[src/pkg/refbias_pkg.sv]
/*
 * Constants for the reference and bias enable block: the special-function
 * register address, field positions, write mask and reset value.
 * Assumes a single system clock domain and an 8-bit special-function bus.
 */
package refbias_pkg;

    // ------------------------------------------------------------------
    // register map
    // ------------------------------------------------------------------
    localparam logic [7:0] REF_CTRL_ADDR     = 8'hD1;
    localparam logic [7:0] REF_CTRL_RESET    = 8'h00;
    localparam logic [7:0] REF_CTRL_WR_MASK  = 8'h03;

    // ------------------------------------------------------------------
    // field positions inside the reference control register
    // ------------------------------------------------------------------
    localparam int BANDGAP_FORCE_BIT  = 0;
    localparam int OSC_BIAS_FORCE_BIT = 1;

    // ------------------------------------------------------------------
    // converter reference select encoding
    // ------------------------------------------------------------------
    localparam logic REF_SEL_INTERNAL = 1'b0;
    localparam logic REF_SEL_EXTERNAL = 1'b1;

    // ------------------------------------------------------------------
    // bus geometry and read timing
    // ------------------------------------------------------------------
    localparam int SFR_ADDR_W   = 8;
    localparam int SFR_DATA_W   = 8;
    localparam int READ_LATENCY = 1;

    typedef logic [SFR_DATA_W-1:0] sfr_byte_t;

endpackage

[src/hdl/reference_bias_enable_control.sv]
/*
 * Enable logic for the internal voltage reference, the bandgap generator,
 * the oscillator bias generator and the reference bias generator, with the
 * reference control register on the special-function bus.
 * Assumes all request inputs come from logic on mclk; reads return one
 * cycle after the read strobe.
 */
`timescale 1ns/10ps

module reference_bias_enable_control
    import refbias_pkg::*;
(
    input  wire logic                  mclk,
    input  wire logic                  resetn,
    input  wire logic [SFR_ADDR_W-1:0] sfr_addr,
    input  wire logic [SFR_DATA_W-1:0] sfr_wdata,
    input  wire logic                  sfr_wr,
    input  wire logic                  sfr_rd,
    output logic      [SFR_DATA_W-1:0] sfr_rdata,
    input  wire logic                  converter_enable_bit,
    input  wire logic                  ref_source_select,
    input  wire logic                  osc_enable,
    input  wire logic                  current_output_dac_zero_en,
    input  wire logic                  current_output_dac_one_en,
    input  wire logic                  clock_mult_enable,
    output logic                       int_ref_enable,
    output logic                       ext_ref_selected,
    output logic                       ref_pin_drive,
    output logic                       bandgap_enable,
    output logic                       osc_bias_enable,
    output logic                       ref_bias_enable
);

    // ------------------------------------------------------------------
    // register access
    // ------------------------------------------------------------------
    logic      ctrl_hit;
    logic      ctrl_wr;
    sfr_byte_t ctrl_value;
    logic      bandgap_force_on;
    logic      osc_bias_force_on;

    assign ctrl_hit = (sfr_addr == REF_CTRL_ADDR);
    assign ctrl_wr  = sfr_wr & ctrl_hit;

    masked_sfr_reg #(
        .WIDTH      (SFR_DATA_W),
        .RESET_VAL  (REF_CTRL_RESET),
        .WRITE_MASK (REF_CTRL_WR_MASK)
    ) u_ctrl (
        .mclk    (mclk),
        .resetn  (resetn),
        .wr_en   (ctrl_wr),
        .wr_data (sfr_wdata),
        .value   (ctrl_value)
    );

    assign bandgap_force_on  = ctrl_value[BANDGAP_FORCE_BIT];
    assign osc_bias_force_on = ctrl_value[OSC_BIAS_FORCE_BIT];

    logic [SFR_DATA_W-1:0] sfr_rdata_reg;

    // unmapped addresses read as zero so other slaves can be or-ed in
    always_ff @(posedge mclk) begin
        if (!resetn) begin
            sfr_rdata_reg <= '0;
        end else if (sfr_rd && ctrl_hit) begin
            sfr_rdata_reg <= ctrl_value & REF_CTRL_WR_MASK;
        end else begin
            sfr_rdata_reg <= '0;
        end
    end

    assign sfr_rdata = sfr_rdata_reg;

    // ------------------------------------------------------------------
    // enable decisions, evaluated combinationally then registered
    // ------------------------------------------------------------------
    logic int_ref_next;
    logic bandgap_next;
    logic osc_bias_next;
    logic ref_bias_next;

    // a one-cycle register stage keeps analog enables glitch free; the
    // cost is one mclk of lag, far below any analog turn-on time
    always_comb begin
        int_ref_next  = converter_enable_bit
                        && (ref_source_select == REF_SEL_INTERNAL);
        osc_bias_next = osc_enable || osc_bias_force_on;
        bandgap_next  = bandgap_force_on || converter_enable_bit
                        || current_output_dac_zero_en
                        || current_output_dac_one_en
                        || clock_mult_enable || int_ref_next;
        ref_bias_next = bandgap_next || osc_bias_next;
    end

    logic int_ref_enable_reg;
    logic ext_ref_selected_reg;
    logic ref_pin_drive_reg;

    always_ff @(posedge mclk) begin
        if (!resetn) begin
            ext_ref_selected_reg <= 1'b0;
        end else begin
            ext_ref_selected_reg <= (ref_source_select == REF_SEL_EXTERNAL);
        end
    end

    always_ff @(posedge mclk) begin
        if (!resetn) begin
            int_ref_enable_reg <= 1'b0;
            ref_pin_drive_reg  <= 1'b0;
        end else begin
            int_ref_enable_reg <= int_ref_next;
            ref_pin_drive_reg  <= int_ref_next;
        end
    end

    logic bandgap_enable_reg;
    logic osc_bias_enable_reg;
    logic ref_bias_enable_reg;

    always_ff @(posedge mclk) begin
        if (!resetn) begin
            bandgap_enable_reg  <= 1'b0;
            osc_bias_enable_reg <= 1'b0;
            ref_bias_enable_reg <= 1'b0;
        end else begin
            bandgap_enable_reg  <= bandgap_next;
            osc_bias_enable_reg <= osc_bias_next;
            ref_bias_enable_reg <= ref_bias_next;
        end
    end

    assign int_ref_enable   = int_ref_enable_reg;
    assign ext_ref_selected = ext_ref_selected_reg;
    assign ref_pin_drive    = ref_pin_drive_reg;
    assign bandgap_enable   = bandgap_enable_reg;
    assign osc_bias_enable  = osc_bias_enable_reg;
    assign ref_bias_enable  = ref_bias_enable_reg;

    // ------------------------------------------------------------------
    // assertions
    // ------------------------------------------------------------------
    a_ref_select_map: assert property (
        @(posedge mclk) disable iff (!resetn)
        ##1 (ext_ref_selected == $past(ref_source_select)))
        else $error("reference select output does not follow select bit");

    a_int_ref_gate: assert property (
        @(posedge mclk) disable iff (!resetn)
        (converter_enable_bit && !ref_source_select) |=> int_ref_enable)
        else $error("internal reference not on when converter uses it");

    a_int_ref_off: assert property (
        @(posedge mclk) disable iff (!resetn)
        (!converter_enable_bit || ref_source_select) |=> !int_ref_enable)
        else $error("internal reference on without a converter need");

    a_osc_bias_auto: assert property (
        @(posedge mclk) disable iff (!resetn)
        osc_enable |=> osc_bias_enable)
        else $error("oscillator bias off while oscillator runs");

    a_osc_bias_force: assert property (
        @(posedge mclk) disable iff (!resetn)
        (ctrl_wr && sfr_wdata[OSC_BIAS_FORCE_BIT]) |=> ##1 osc_bias_enable)
        else $error("oscillator bias force-on bit has no effect");

    a_osc_bias_idle: assert property (
        @(posedge mclk) disable iff (!resetn)
        (!osc_enable && !osc_bias_force_on) |=> !osc_bias_enable)
        else $error("oscillator bias on without cause");

    a_bandgap_users: assert property (
        @(posedge mclk) disable iff (!resetn)
        (current_output_dac_zero_en || current_output_dac_one_en
         || clock_mult_enable || converter_enable_bit || bandgap_force_on)
        |=> bandgap_enable)
        else $error("bandgap off while a user requests it");

    a_ref_bias_need: assert property (
        @(posedge mclk) disable iff (!resetn)
        (bandgap_enable || osc_bias_enable) |-> ref_bias_enable)
        else $error("reference bias off while a generator needs it");

    a_pin_drive: assert property (
        @(posedge mclk) disable iff (!resetn)
        ref_pin_drive == int_ref_enable)
        else $error("reference pin drive disagrees with internal reference");

    a_ctrl_upper_zero: assert property (
        @(posedge mclk) disable iff (!resetn)
        (sfr_rd && ctrl_hit) |=> (sfr_rdata[SFR_DATA_W-1:2] == 6'h00))
        else $error("reserved control bits read non-zero");

    a_ctrl_readback: assert property (
        @(posedge mclk) disable iff (!resetn)
        (ctrl_wr ##1 (sfr_rd && ctrl_hit && !sfr_wr))
        |=> (sfr_rdata == ($past(sfr_wdata, 2) & REF_CTRL_WR_MASK)))
        else $error("control register read back differs from write");

endmodule

[src/hdl/masked_sfr_reg.sv]
/*
 * One special-function register of generic width with a per-bit write mask.
 * Bits outside the mask never change and read back as zero.
 * Assumes the write strobe is already qualified by the address decode.
 */
`timescale 1ns/10ps

module masked_sfr_reg
    import refbias_pkg::*;
#(
    parameter int               WIDTH      = SFR_DATA_W,
    parameter logic [WIDTH-1:0] RESET_VAL  = REF_CTRL_RESET,
    parameter logic [WIDTH-1:0] WRITE_MASK = REF_CTRL_WR_MASK
) (
    input  wire logic             mclk,
    input  wire logic             resetn,
    input  wire logic             wr_en,
    input  wire logic [WIDTH-1:0] wr_data,
    output logic      [WIDTH-1:0] value
);

    logic [WIDTH-1:0] value_reg;
    logic [WIDTH-1:0] value_next;

    // ------------------------------------------------------------------
    // merge: masked bits take the bus, others keep (and stay zero)
    // ------------------------------------------------------------------
    always_comb begin
        value_next = value_reg;
        if (wr_en) begin
            value_next = (wr_data & WRITE_MASK) | (value_reg & ~WRITE_MASK);
        end
    end

    always_ff @(posedge mclk) begin
        if (!resetn) begin
            value_reg <= RESET_VAL;
        end else begin
            value_reg <= value_next & WRITE_MASK;
        end
    end

    assign value = value_reg;

endmodule

[config.mk]
export PLATFORM = sky130hd
export DESIGN_NAME = reference_bias_enable_control
export DESIGN_NICKNAME = d
export VERILOG_FILES = /design/src/pkg/refbias_pkg.sv /design/src/hdl/reference_bias_enable_control.sv /design/src/hdl/masked_sfr_reg.sv
export SDC_FILE = /design/constraint.sdc
export NUM_CORES = 1
export LEC_CHECK = 0
export BUFFER_PORTS_ARGS = -buffer_cell sky130_fd_sc_hd__buf_2
export CAP_MARGIN = 20
export CORE_AREA = 5 5 42 44
export DETAILED_ROUTE_END_ITERATION = 6
export DIE_AREA = 0 0 47 49
export GPL_TIMING_DRIVEN = 0
export PLACE_DENSITY_LB_ADDON = 0.15
export RECOVER_POWER = 25
export REMOVE_ABC_BUFFERS = 1
export SETUP_SLACK_MARGIN = 0.2
export SYNTH_ARGS = -nofsm -noshare
export SYNTH_HDL_FRONTEND = slang
export SYNTH_SLANG_ARGS = --single-unit
[constraint.sdc]
create_clock -name mclk -period 3.6 [get_ports mclk]
set_input_delay 0.36 -clock mclk [delete_from_list [all_inputs] [get_ports mclk]]
set_output_delay 0.36 -clock mclk [all_outputs]
set_load 0.005 [all_outputs]
Word level (Yosys, flattened, before mapping)
Index checks and enable logic that the tools add are counted.

cells by class
  equal/unequal tests = 1
  reductions and logical operators = 10
  bitwise gates (word level) = 3

operators by type and width
  operator              count
  $eq A8 B8 Y1 const B  1
  $or A2 B8 Y8          1
  $logic_or A1 B1 Y1    7
  $logic_and A1 B1 Y1   2
  $reduce_and A2 Y1     1
  $and A1 B1 Y1         1
  $not A1 Y1            1

word-level totals
  word-level logic and storage cells = 23
  input port bits = 26
  register bits = 21
  output and inout port bits = 14

Depth between registers and ports, before layout
Gate-level depths: netlist (run 1).

  depth in word-level cells = 6
  depth in mapped cells = 4
  gate-level depth less buffers = 3

Hierarchy
A second synthesis (run 1) with hierarchy kept.

unflattened totals
  cell total of the unflattened synthesis = 45
  area, all modules = 461.7 um^2

by module, submodules not included
  module                         seq. area each (um^2)  cells each  area each (um^2)  times used
  reference_bias_enable_control  140.1                  32          340.3             1
  masked_sfr_reg                 40.0                   13          121.4             1

Worst setup path after synthesis (run 1)
OpenSTA, ideal clock, no wires.

  path kind = input -> register
  start = input port converter_enable_bit
  end = register ref_bias_enable_reg, in the netlist ref_bias_enable
  data arrival time = 1.245 ns
  data required time = 3.480 ns
  stages = 3
  slack = 2.235 ns
  buffers on the path = 0
  library setup time = 0.120 ns
  cells stage by stage = or4_1 o21a_1 or2_1

on the way
  word-level cells in the longest chain between the ends = 6
  elaborated cells between the ends (all ways) = 7
  those cells by class = reduce/logical: 7

RTL lines
  element                 RTL line                              text
  start: declaration      reference_bias_enable_control.sv:20   input wire logic converter_enable_bit,
  $logic_or A1 B1 Y1      reference_bias_enable_control.sv:90   bandgap_next = bandgap_force_on || converter_enable_bit
  $logic_or A1 B1 Y1      reference_bias_enable_control.sv:91   || current_output_dac_zero_en
  $logic_or A1 B1 Y1      reference_bias_enable_control.sv:92   || current_output_dac_one_en
  $logic_or A1 B1 Y1      reference_bias_enable_control.sv:93   || clock_mult_enable || int_ref_next;
  $logic_or A1 B1 Y1 (*)  reference_bias_enable_control.sv:93
  $logic_or A1 B1 Y1 (*)  reference_bias_enable_control.sv:94   ref_bias_next = bandgap_next || osc_bias_next;
  end signal: assignment  reference_bias_enable_control.sv:131  ref_bias_enable_reg <= ref_bias_next;
  end: declaration        reference_bias_enable_control.sv:121  logic ref_bias_enable_reg;

Mark *: on every way between the ends. The rest lies on a longest branch, timed or not.
A chain may end at the register's enable or synchronous reset.

Worst setup path in the final report (run 1)
  start = input port sfr_addr[3]
  end = register u_ctrl.value_reg[1], in the netlist u_ctrl.value[1]

on the way
  word-level cells in the longest chain between the ends = 2

RTL lines
  element                 RTL line                             text
  start: declaration      reference_bias_enable_control.sv:15  input wire logic [SFR_ADDR_W-1:0] sfr_addr,
  $eq A8 B8 Y1            reference_bias_enable_control.sv:43  assign ctrl_hit = (sfr_addr == REF_CTRL_ADDR);
  $and A1 B1 Y1           reference_bias_enable_control.sv:44  assign ctrl_wr = sfr_wr & ctrl_hit;
  end signal: assignment  masked_sfr_reg.sv:39                 value_reg <= value_next & WRITE_MASK;
  end: declaration        masked_sfr_reg.sv:22                 logic [WIDTH-1:0] value_reg;

No other way between the ends.

==> results of run 1 <==
==> stage by stage <==
stage	setup slack (ps)	utilization (%)	total power (uW)	cell area, sq um
after global routing	2330	37.6	213	527
final	2370	37.6	200	527
after global placement	2090	35.8	128	502
after CTS	2360	37.7	206	528
after detailed placement	2090	35.8	128	502
after floorplan	2240	-	113	347
==> final timing paths <==
kind	from	endpoint	depth (start not counted)
setup reg to reg	u_ctrl.value[0]	ref_bias_enable	2
hold / removal	ref_source_select	ext_ref_selected	2
hold reg to reg	u_ctrl.value[1]	u_ctrl.value[1]	2
setup / recovery	sfr_addr[3]	u_ctrl.value[1]	4
==> cell usage in the layout (no fill, tap or decap) <==
cell type and count:
or4_1 1, clkbuf_4 3, nor3_1 1, dfxtp_1 9, buf_2 26, clkbuf_1 2
inv_1 1, nand2_1 5, nand4b_1 1, conb_1 6, and3b_2 1, nor3_4 1
mux2i_1 2, or4b_4 1, o21a_1 2, or2_1 1, and2_1 3
==> power by group <==
part	switching, uW	internal, uW
clock	32.6	42.5
combinational	9.32	12.5
sequential	0.681	103
total	42.6	158
==> kinds of logic (layout without fill, tap and decap cells) <==
group / Yosys count / in the layout
AO/OA/AOI/OAI: 2 / 2
AND/OR/NAND/NOR: 15 / 15
buffers and inverters: 9 / 32
multiplexers: 2 / 2
other: 1 / 6
flip-flops: 9 / 9
==> cell type report <==
cell class | count | share of cell area, %
Clock buffer | 4 | 4.99
Multi-Input combinational cell | 25 | 30.9
Timing Repair Buffer | 27 | 25.4
Tap cell | 16 | 3.80
Inverter | 1 | 0.713
Sequential cell | 9 | 34.2
==> critical path, delay by kind of cell <==
family	cells	cell delay (ps)
muxes	1	200
buffers and inverters	1	100
and+or+nand+nor	2	770
==> metal layers <==
metal,up-vias,track usage [%],wire [microns]
met5,-,0,0
met4,0,1.38,0
li1,166,-,-
met3,0,5.54,72
met2,10,9.95,406
met1,140,6.43,308
==> summary by stage, run 1 <==
Yosys
Yosys instantiated no cell more often than dfxtp_1. The number of warning messages in the yosys log is 0. In the synthesized netlist, mux cells make up 5.21% of the area. The adder-cell area share of the yosys netlist is 0%. The synthesized netlist devotes 0% of its cell area to XOR and XNOR gates. The commonest cells after synthesis are dfxtp_1, buf_4, nand2_1.

The gate count of the mapped netlist is 38. A synthesized cell averages around 10 sq um. The area share of the largest cell type after synthesis is 46.9%. The most used flip-flop cell after synthesis is dfxtp_1.

After synthesis, the largest family of logic cells by area is simple AND/OR/NAND/NOR gates. Sorting the synthesized cells by area gives the leading types as dfxtp_1, buf_4, mux2i_1. The sequential fraction of the synthesis area is 46.9%. In this run, synthesis inferred 0 flip-flops with an integrated enable. Counting flops and latches in the post-synthesis netlist gives 9. The number of unique standard cell types used by synthesis is 16. Summing the areas of all compound-gate instances in the mapped netlist gives 3.91% of the synthesized area. After synthesis, the share of flip-flops with an asynchronous set or reset is 0%. The area of the mapped netlist is between 300 and 400 sq um. The biggest area contributor in the post-synthesis netlist is dfxtp_1. Summing the areas of all and, or, nand and nor instances in the mapped netlist gives 27.4% of the synthesized area.

Die
The initial utilization of the core area, before any placement, comes to 27.4%. After floorplanning, the core was sized to cover 1400 sq um. The floorplan step set the die width to 47 microns. The height of the die is between 40 and 50 microns. After floorplanning, the core was divided into 14 placement rows.

For this design the top-level I/O count stands at 40. The die covers 2300 sq um.

Pwr
For this design the static power due to leakage is 0.000272 uW. The worst-case vdd ir drop is between 0.00015 and 0.0002 V. The total power divided by cell area is 381 nW/um^2.

GRT
The wire length of the first global-routing pass is 1060 microns. Entering global routing, the biggest net connects 10 pins. The global routing usage summed across all routing layers is 6.43%. Global routing finished with a remaining overflow of 0.

The number of global-route vias before repair is 269. The initial antenna violation count was 0.

Routing
The total length of routed wires is 788 microns. For this block, the via count after detailed routing is about 320. The routed wirelength normalized by instance count is 9.61 microns.

For this block, the initial DRC count from the detailed router was 0. The first-pass detailed-route iteration total is 1. The number of DRC violations after detailed routing is 0. The routed via count divided by cell count is 3.85. The remaining antenna violation count is 0.

Clock network
In this run, post-CTS hold repair placed 0 buffers. The total number of H-tree levels is 1. In this run the clock root is driven by a clkbuf_4. The number of buffers inserted during clock tree synthesis is 3. The tree built by TritonCTS fans out to 9 sinks. TritonCTS built the clock tree. Post-CTS timing repair inserted 0 buffers for setup.

The post-cts gate resize count is 0. The clock latency on the worst-skew pair is 250 ps. Clock-pin slew was measured on the worst setup and hold paths at about 60 ps.

The maximum root-to-sink buffer count is 2.

Timing
Across all hold checks on the routed design, the worst slack comes to 318 ps. Setup violations remaining at the end of the flow were counted as 0. The max-slew violation count was 0. Dividing the final minimum period by the clock period gives 34.3%. Setup repair after global routing left no endpoint under its margin.

The number of endpoints with negative hold slack in the final report was 0. The clock period minus worst slack is 1230 ps. The maximum clock frequency is 0.811 GHz.

The setup TNS is 0 ps. Between clock sinks in the finished design, the worst skew comes to 4.77 ps.

Setup path
For this run, the slowest stage of the critical path takes roughly 550 ps. The setup slack of the most critical reg-to-reg path is roughly 2800 ps. STA puts the critical path data arrival time at around 1400 ps.

The category of the critical setup timing path is input port to flip-flop. The data required time at the worst endpoint is 3790 ps. The highest net fanout along the worst path is 2. The signal on the critical path passes through buf_2, or4b_4, nor3_4, mux2i_1. The standard cell with the maximum stage delay on the critical path is or4b_4. The endpoint kind of the worst setup timing path is a flip-flop. The critical path launch point type is an input port.

Placed design
The number of port buffers is 27. Once placement completed, the tool counted placed cells totaling 78. Routability-driven placement finished with a final weighted congestion of between 0.6 and 0.7.

Final layout
The count of antenna diodes in the layout is 0. The multi-input combinational cell area is 163 sq um. Of the cells placed in the final design, the portion with a size suffix greater than 1 is 48.5%. Relative to the synthesized area, the layout overhead comes to 37.1%.

The final layout contains between 90 and 100 nets. The non-filler instance count after layout is 82. Across the whole layout, storage elements account for 180 sq um. Fill cells in the final layout number 166.

Status
The run finished with clean final reports.

Worst hold path
The tightest min-delay check is of the input port to flip-flop type.

Job
The tool flagged a number of max-cap violations equal to 0.
Power figures use the tool's default switching activity.
==> run 2, diff against run 1 <==
- CORE_AREA: 5 5 42 44 -> default
- CORE_MARGIN: default -> 5
- CORE_UTILIZATION: default -> 29
- DIE_AREA: 0 0 47 49 -> default
- clock period: 3.6 -> 1 ns (I/O delays scaled with it)
==> summary by stage, run 2 (synthesis results as in run 1) <==
Clock network
The maximum root-to-sink buffer count is 2 (unchanged). The clock root buffer is clkbuf_4. The CTS tree is built. The clock latency on the worst-skew pair is 250 ps (about the same).

The number of buffers inserted during clock tree synthesis is 3 (unchanged). The total number of H-tree levels was 1 (unchanged). The TritonCTS sink count is 9 (unchanged). The clock-pin slew on the worst setup and hold paths is 50 ps (about the same).

Final layout
In the layout the commonest cells are buf_2, dfxtp_1, conb_1. The count of antenna diodes in the layout is 0 (unchanged). The most common cell after layout, fill and taps aside is buf_2. The non-filler instance count after layout came to 83 (+1.2%). The fraction of final layout cells with drive strength greater than 1 is 55.9% (+7.4 points). The area growth from synthesis to layout is 51.8%. The final net count is 95 (+2.2%).

The filler cell count in the final layout came to 131 (-21%).

Routing
The first-pass detailed-route iteration total is 2 (+1). The total length of routed wires was 830 microns (+5.3%). The total number of vias was 339 (+7.3%). The routed via count divided by cell count is 4.08 (+6.0%). The wire length on met3 is 118 microns (+64%). The remaining antenna violation count is 0 (unchanged). The routed wirelength normalized by instance count is 10.0 microns (+4.1%). The number of DRC violations after detailed routing came to 0 (unchanged). The DRC marker count from the first detailed-route iteration came to 2 (+2). The length of routed met2 wiring was 394 microns (-3.0%).

The sum of routed wire segments on met1 is 317 microns (+2.9%). The detailed router used layers up to and including met3.

Setup path
In this run the worst setup path terminates at u_ctrl.value[1]. The setup path with the least slack is of type input port to flip-flop. The slowest stage of the critical path belongs to the cell or4b_4.

The critical path launch point type is an input port. The buffers plus inverters on the worst setup path was 1 (unchanged). The biggest cell delay along the critical path is 550 ps (about the same). The endpoint kind of the worst setup timing path is a flip-flop.

The setup slack of the most critical reg-to-reg path was 170 ps (-2590 ps). The depth of the worst register-to-register path was 2 (unchanged). The data required time at the worst endpoint is 1180 ps (-2610 ps). The data arrival time of the critical path is 1150 ps (-270 ps).

Walking the worst path, the cells encountered are buf_6, or4b_4, nor3_4, mux2i_1. The launch point of the critical path is sfr_addr[3]. The highest net fanout along the worst path is 2 (unchanged). The family of cells with the greatest summed delay on the critical path is simple AND/OR/NAND/NOR gates.

In this run the critical register-to-register path is launched from u_ctrl.value[0]. The worst register-to-register path ends at ref_bias_enable. The number of logic stages on the critical path including buffering is 4 (unchanged).

GRT
The initial antenna violation count came to 0 (unchanged). The global routing usage summed across all routing layers is 8.34% (+1.9 points). The number of global-route vias before repair came to 332 (+23%). The largest net degree at the start of global routing came to 10 (unchanged). The leftover overflow at the end of global routing is 0 (unchanged). The wire length of the first global-routing pass came to 1230 microns (+16%).

Die
The number of top-level design ports is 40 (unchanged). The number of placement rows was 13 (-1). The starting density of the core came to 30.3% (+2.9 points). The height of the die is 46.4 microns (-5.3%). The overall die width is 46.4 microns (-1.3%). The total die area is 2150 sq um (-6.5%). The placeable core region was 1270 sq um (-9.5%).

Pwr
The total power divided by cell area is 1260 nW/um^2 (+230%). The worst-case vdd ir drop is 0.000774 V (+380%). The leakage dissipation came to 0.000300 uW (+11%).

Timing
The final worst hold slack came to 60.7 ps (-258 ps). The worst path uses 97.0% of the clock period. The number of endpoints with negative hold slack in the final report is 0 (unchanged). The max-slew violation count is 0 (unchanged). The worst clock skew on the final layout came to 1.17 ps (-3.60 ps).

After layout, the minimum clock period comes to 970 ps. Timing would allow up to a little over 1 GHz. Setup repair after global routing could not meet its margin everywhere. The total setup violations reported at the end of the flow is 0 (unchanged). The final critical-path setup slack was 30.4 ps (-2340 ps). The setup TNS is 0 ps (unchanged).

Placed design
The worst slack at placement is -255 ps (-2350 ps). The number of placed instances, taps included was 77 (-1.3%). The global placer's final weighted congestion came to 0.620 (+3.3%).

The number of port buffers is 27 (unchanged).

Status
The flow ran to the end, and the final reports show no timing, DRC or antenna violations.

Job
The max-capacitance violation count came to 0 (unchanged).

Worst hold path
The path type of the worst min-delay path is input port to flip-flop.
-- run 2: cell types whose count changed in the layout (fill, tap and decap cells not counted), moves of 2 or more --
cell	before	now
dfxtp_2	0	2
buf_4	0	2
buf_2	26	22
buf_6	0	4
dfxtp_1	9	7
-- run 2: worst min path at each step --
stage                      startpoint               end  slack, ps  depth (start not counted)
floorplan           ref_source_select  ext_ref_selected        220                          1
global placement    ref_source_select  ext_ref_selected        310                          2
detailed placement  ref_source_select  ext_ref_selected        320                          2
CTS                 ref_source_select  ext_ref_selected         50                          2
global route               osc_enable   osc_bias_enable         50                          2
finish              ref_source_select  ext_ref_selected         60                          2
-- run 2: what timing repair did --
item,in CTS,in global routing
cloned,0,0
gates resized for setup,1,8
hold buffers,0,0
setup buffers,1,1
pin swaps,3,4
setup endpoints to repair,5,9
-- run 2: layout make-up --
class	count	area [sq um]	area share, %
Inverter	1	3.75	0.644
Tap cell	15	18.8	3.22
Timing Repair Buffer	29	174	29.8
Clock buffer	4	26.3	4.51
Sequential cell	9	183	31.3
Multi-Input combinational cell	25	178	30.5
-- run 2: report_power, final --
group | switching [uW] | internal, uW
combinational | 38.5 | 58.2
clock | 111 | 153
sequential | 3.26 | 371
-- run 2: stage by stage --
stage	util (%)	area [sq um]	total power [uW]
6_report	46.0	583	734
5_1_grt	46.0	583	780
4_1_cts	42.6	541	735
3_5_place_dp	39.4	500	461
3_3_place_gp	39.4	500	460
2_1_floorplan	-	347	407
-- run 2: metal layers --
layer	track usage (%)	vias to the layer above
met1	8.88	147
li1	-	172
met3	5.86	0
met4	3.41	0
met5	0	-
met2	12.6	20
==> run 3, diff against run 2 <==
- PLACE_DENSITY: default -> 0.71
- PLACE_DENSITY_LB_ADDON: 0.15 -> default
==> summary by stage, run 3 (synthesis results as in run 1) <==
Routing
The routed via count divided by cell count was 4.06 (-0.59%). The total number of vias was 337 (-0.59%). The number of DRC violations after detailed routing is 0 (unchanged). The routed wirelength normalized by instance count is 9.63 microns (-3.7%).

The remaining antenna violation count was 0 (unchanged). The first-pass detailed-route iteration total came to 4 (+2). The DRC marker count from the first detailed-route iteration is 1 (-1). The total length of routed wires is 799 microns (-3.7%).

Setup path
Traced cell by cell, the critical path runs through buf_6, or4b_4, nor3_4, mux2i_1. Among cell families on the critical path, the largest total delay comes from simple AND/OR/NAND/NOR gates. The worst setup path is captured at a flip-flop. The biggest cell delay along the critical path is 550 ps (about the same). The category of the critical setup timing path is input port to flip-flop. The data arrival time of the critical path is 1160 ps (about the same).

The highest net fanout along the worst path came to 2 (unchanged). The buffers plus inverters on the worst setup path is 1 (unchanged). The data required time at the worst endpoint is 1180 ps (about the same). The standard cell with the maximum stage delay on the critical path is or4b_4. STA classifies the critical path startpoint as an input port.

Die
The height of the die is 46.4 microns (unchanged). The total die area is 2150 sq um (unchanged). The placeable core region is 1270 sq um (unchanged). The starting density of the core came to 30.3% (unchanged).

The number of placement rows is 13 (unchanged). The number of top-level design ports is 40 (unchanged). The overall die width came to 46.4 microns (unchanged).

Worst hold path
The min-delay analysis places its worst path in the category input port to flip-flop.

Clock network
The clock root buffer is clkbuf_4. The clock latency on the worst-skew pair was 250 ps (about the same). The clock-pin slew on the worst setup and hold paths is 60 ps (about the same). The number of buffers inserted during clock tree synthesis is 3 (unchanged). The total number of H-tree levels is 1 (unchanged). The maximum root-to-sink buffer count is 2 (unchanged). The number of hold buffers added after cts is 0 (unchanged). The CTS tree is built. The TritonCTS sink count is 9 (unchanged).

GRT
The initial antenna violation count is 0 (unchanged). The global routing usage summed across all routing layers is 8.42% (+0.079 points). The wire length of the first global-routing pass is 1200 microns (-2.3%).

The leftover overflow at the end of global routing is 0 (unchanged). The number of global-route vias before repair is 325 (-2.1%). The largest net degree at the start of global routing is 10 (unchanged).

Final layout
Leaving out fill and tap cells, the most frequent cell in the layout is buf_2. The count of antenna diodes in the layout is 0 (unchanged). In the layout the commonest cells are buf_2, dfxtp_1, conb_1. The final net count was 95 (unchanged). The fraction of final layout cells with drive strength greater than 1 is 52.9% (-2.9 points). The area growth from synthesis to layout is 47.2%.

Pwr
The total power divided by cell area was 1290 nW/um^2 (+2.5%). The leakage dissipation is 0.000287 uW (-4.5%). The worst-case vdd ir drop is 0.000589 V (-24%). The total power consumption of the routed design came to 730 uW (-0.61%).

Timing
The ratio of final minimum period to clock period was 97.9% (+0.99 points). The final worst hold slack is 54.2 ps (-6.54 ps). The number of endpoints with negative hold slack in the final report is 0 (unchanged). The max-slew violation count is 0 (unchanged). The maximum clock frequency is 1.02 GHz (-1.0%). The clock period minus worst slack is 979 ps (+9.86 ps). The worst clock skew on the final layout is 1.47 ps (+0.295 ps). The total setup violations reported at the end of the flow is 0 (unchanged). Setup repair after global routing could not meet its margin everywhere.

Status
The flow ran to the end, and the final reports show no timing, DRC or antenna violations.

Placed design
The final HPWL from detailed placement is 685 microns. The global placer's final weighted congestion is 0.628 (+1.3%). The number of port buffers came to 27 (unchanged).

Job
The max-capacitance violation count is 0 (unchanged).
-- run 3: cell counts in the layout (fill, tap and decap cells not counted) --
Identical to the previous run, type by type.
-- run 3: worst paths after layout --
check,cells after the start,to,slack (ps),from
max,4,u_ctrl.value[0],20,sfr_addr[3]
min reg2reg,2,u_ctrl.value[1],480,u_ctrl.value[1]
max reg2reg,2,ref_bias_enable,170,u_ctrl.value[0]
min,2,ext_ref_selected,50,ref_source_select
-- run 3: what timing repair did --
| item | in CTS | in global routing |
|---|---|---|
| pin swaps | 5 | 2 |
| setup buffers | 2 | 0 |
| gates cloned | 0 | 0 |
| endpoints found under the setup margin | 5 | 8 |
| resized for setup | 3 | 2 |
-- run 3: final cells by class --
type	count	area (sq um)
flip-flops and latches	9	181
multi-input cells	25	168
clock buffers	4	26.3
well taps	15	18.8
repair buffers	29	168
inverters	1	3.75
fillers	130	703
-- run 3: metrics by stage --
step / area (sq um) / TNS, ps / util, % / setup slack, ps / instances
5_1_grt: 566 / -20.2 / 44.6 / -20.2 / 83
3_3_place_gp: 500 / -1090 / 39.4 / -251 / 77
3_5_place_dp: 500 / -1140 / 39.4 / -251 / 77
2_1_floorplan: 347 / -357 / - / -105 / 35
4_1_cts: 559 / 0 / 44.1 / 30.2 / 83
6_report: 566 / 0 / 44.6 / 20.6 / 83
-- run 3: report_power, final --
part,total [uW],switching (uW),internal (uW)
clock network,265,112,153
logic,91.5,36.0,55.5
registers,373,2.62,371
-- run 3: per-layer routing --
metal,track usage (%),up-vias,part of all wire (%)
li1,-,171,-
met1,7.71,145,32
met2,13.2,21,50
met3,7.42,0,17
met4,3.41,0,0
met5,0,-,0
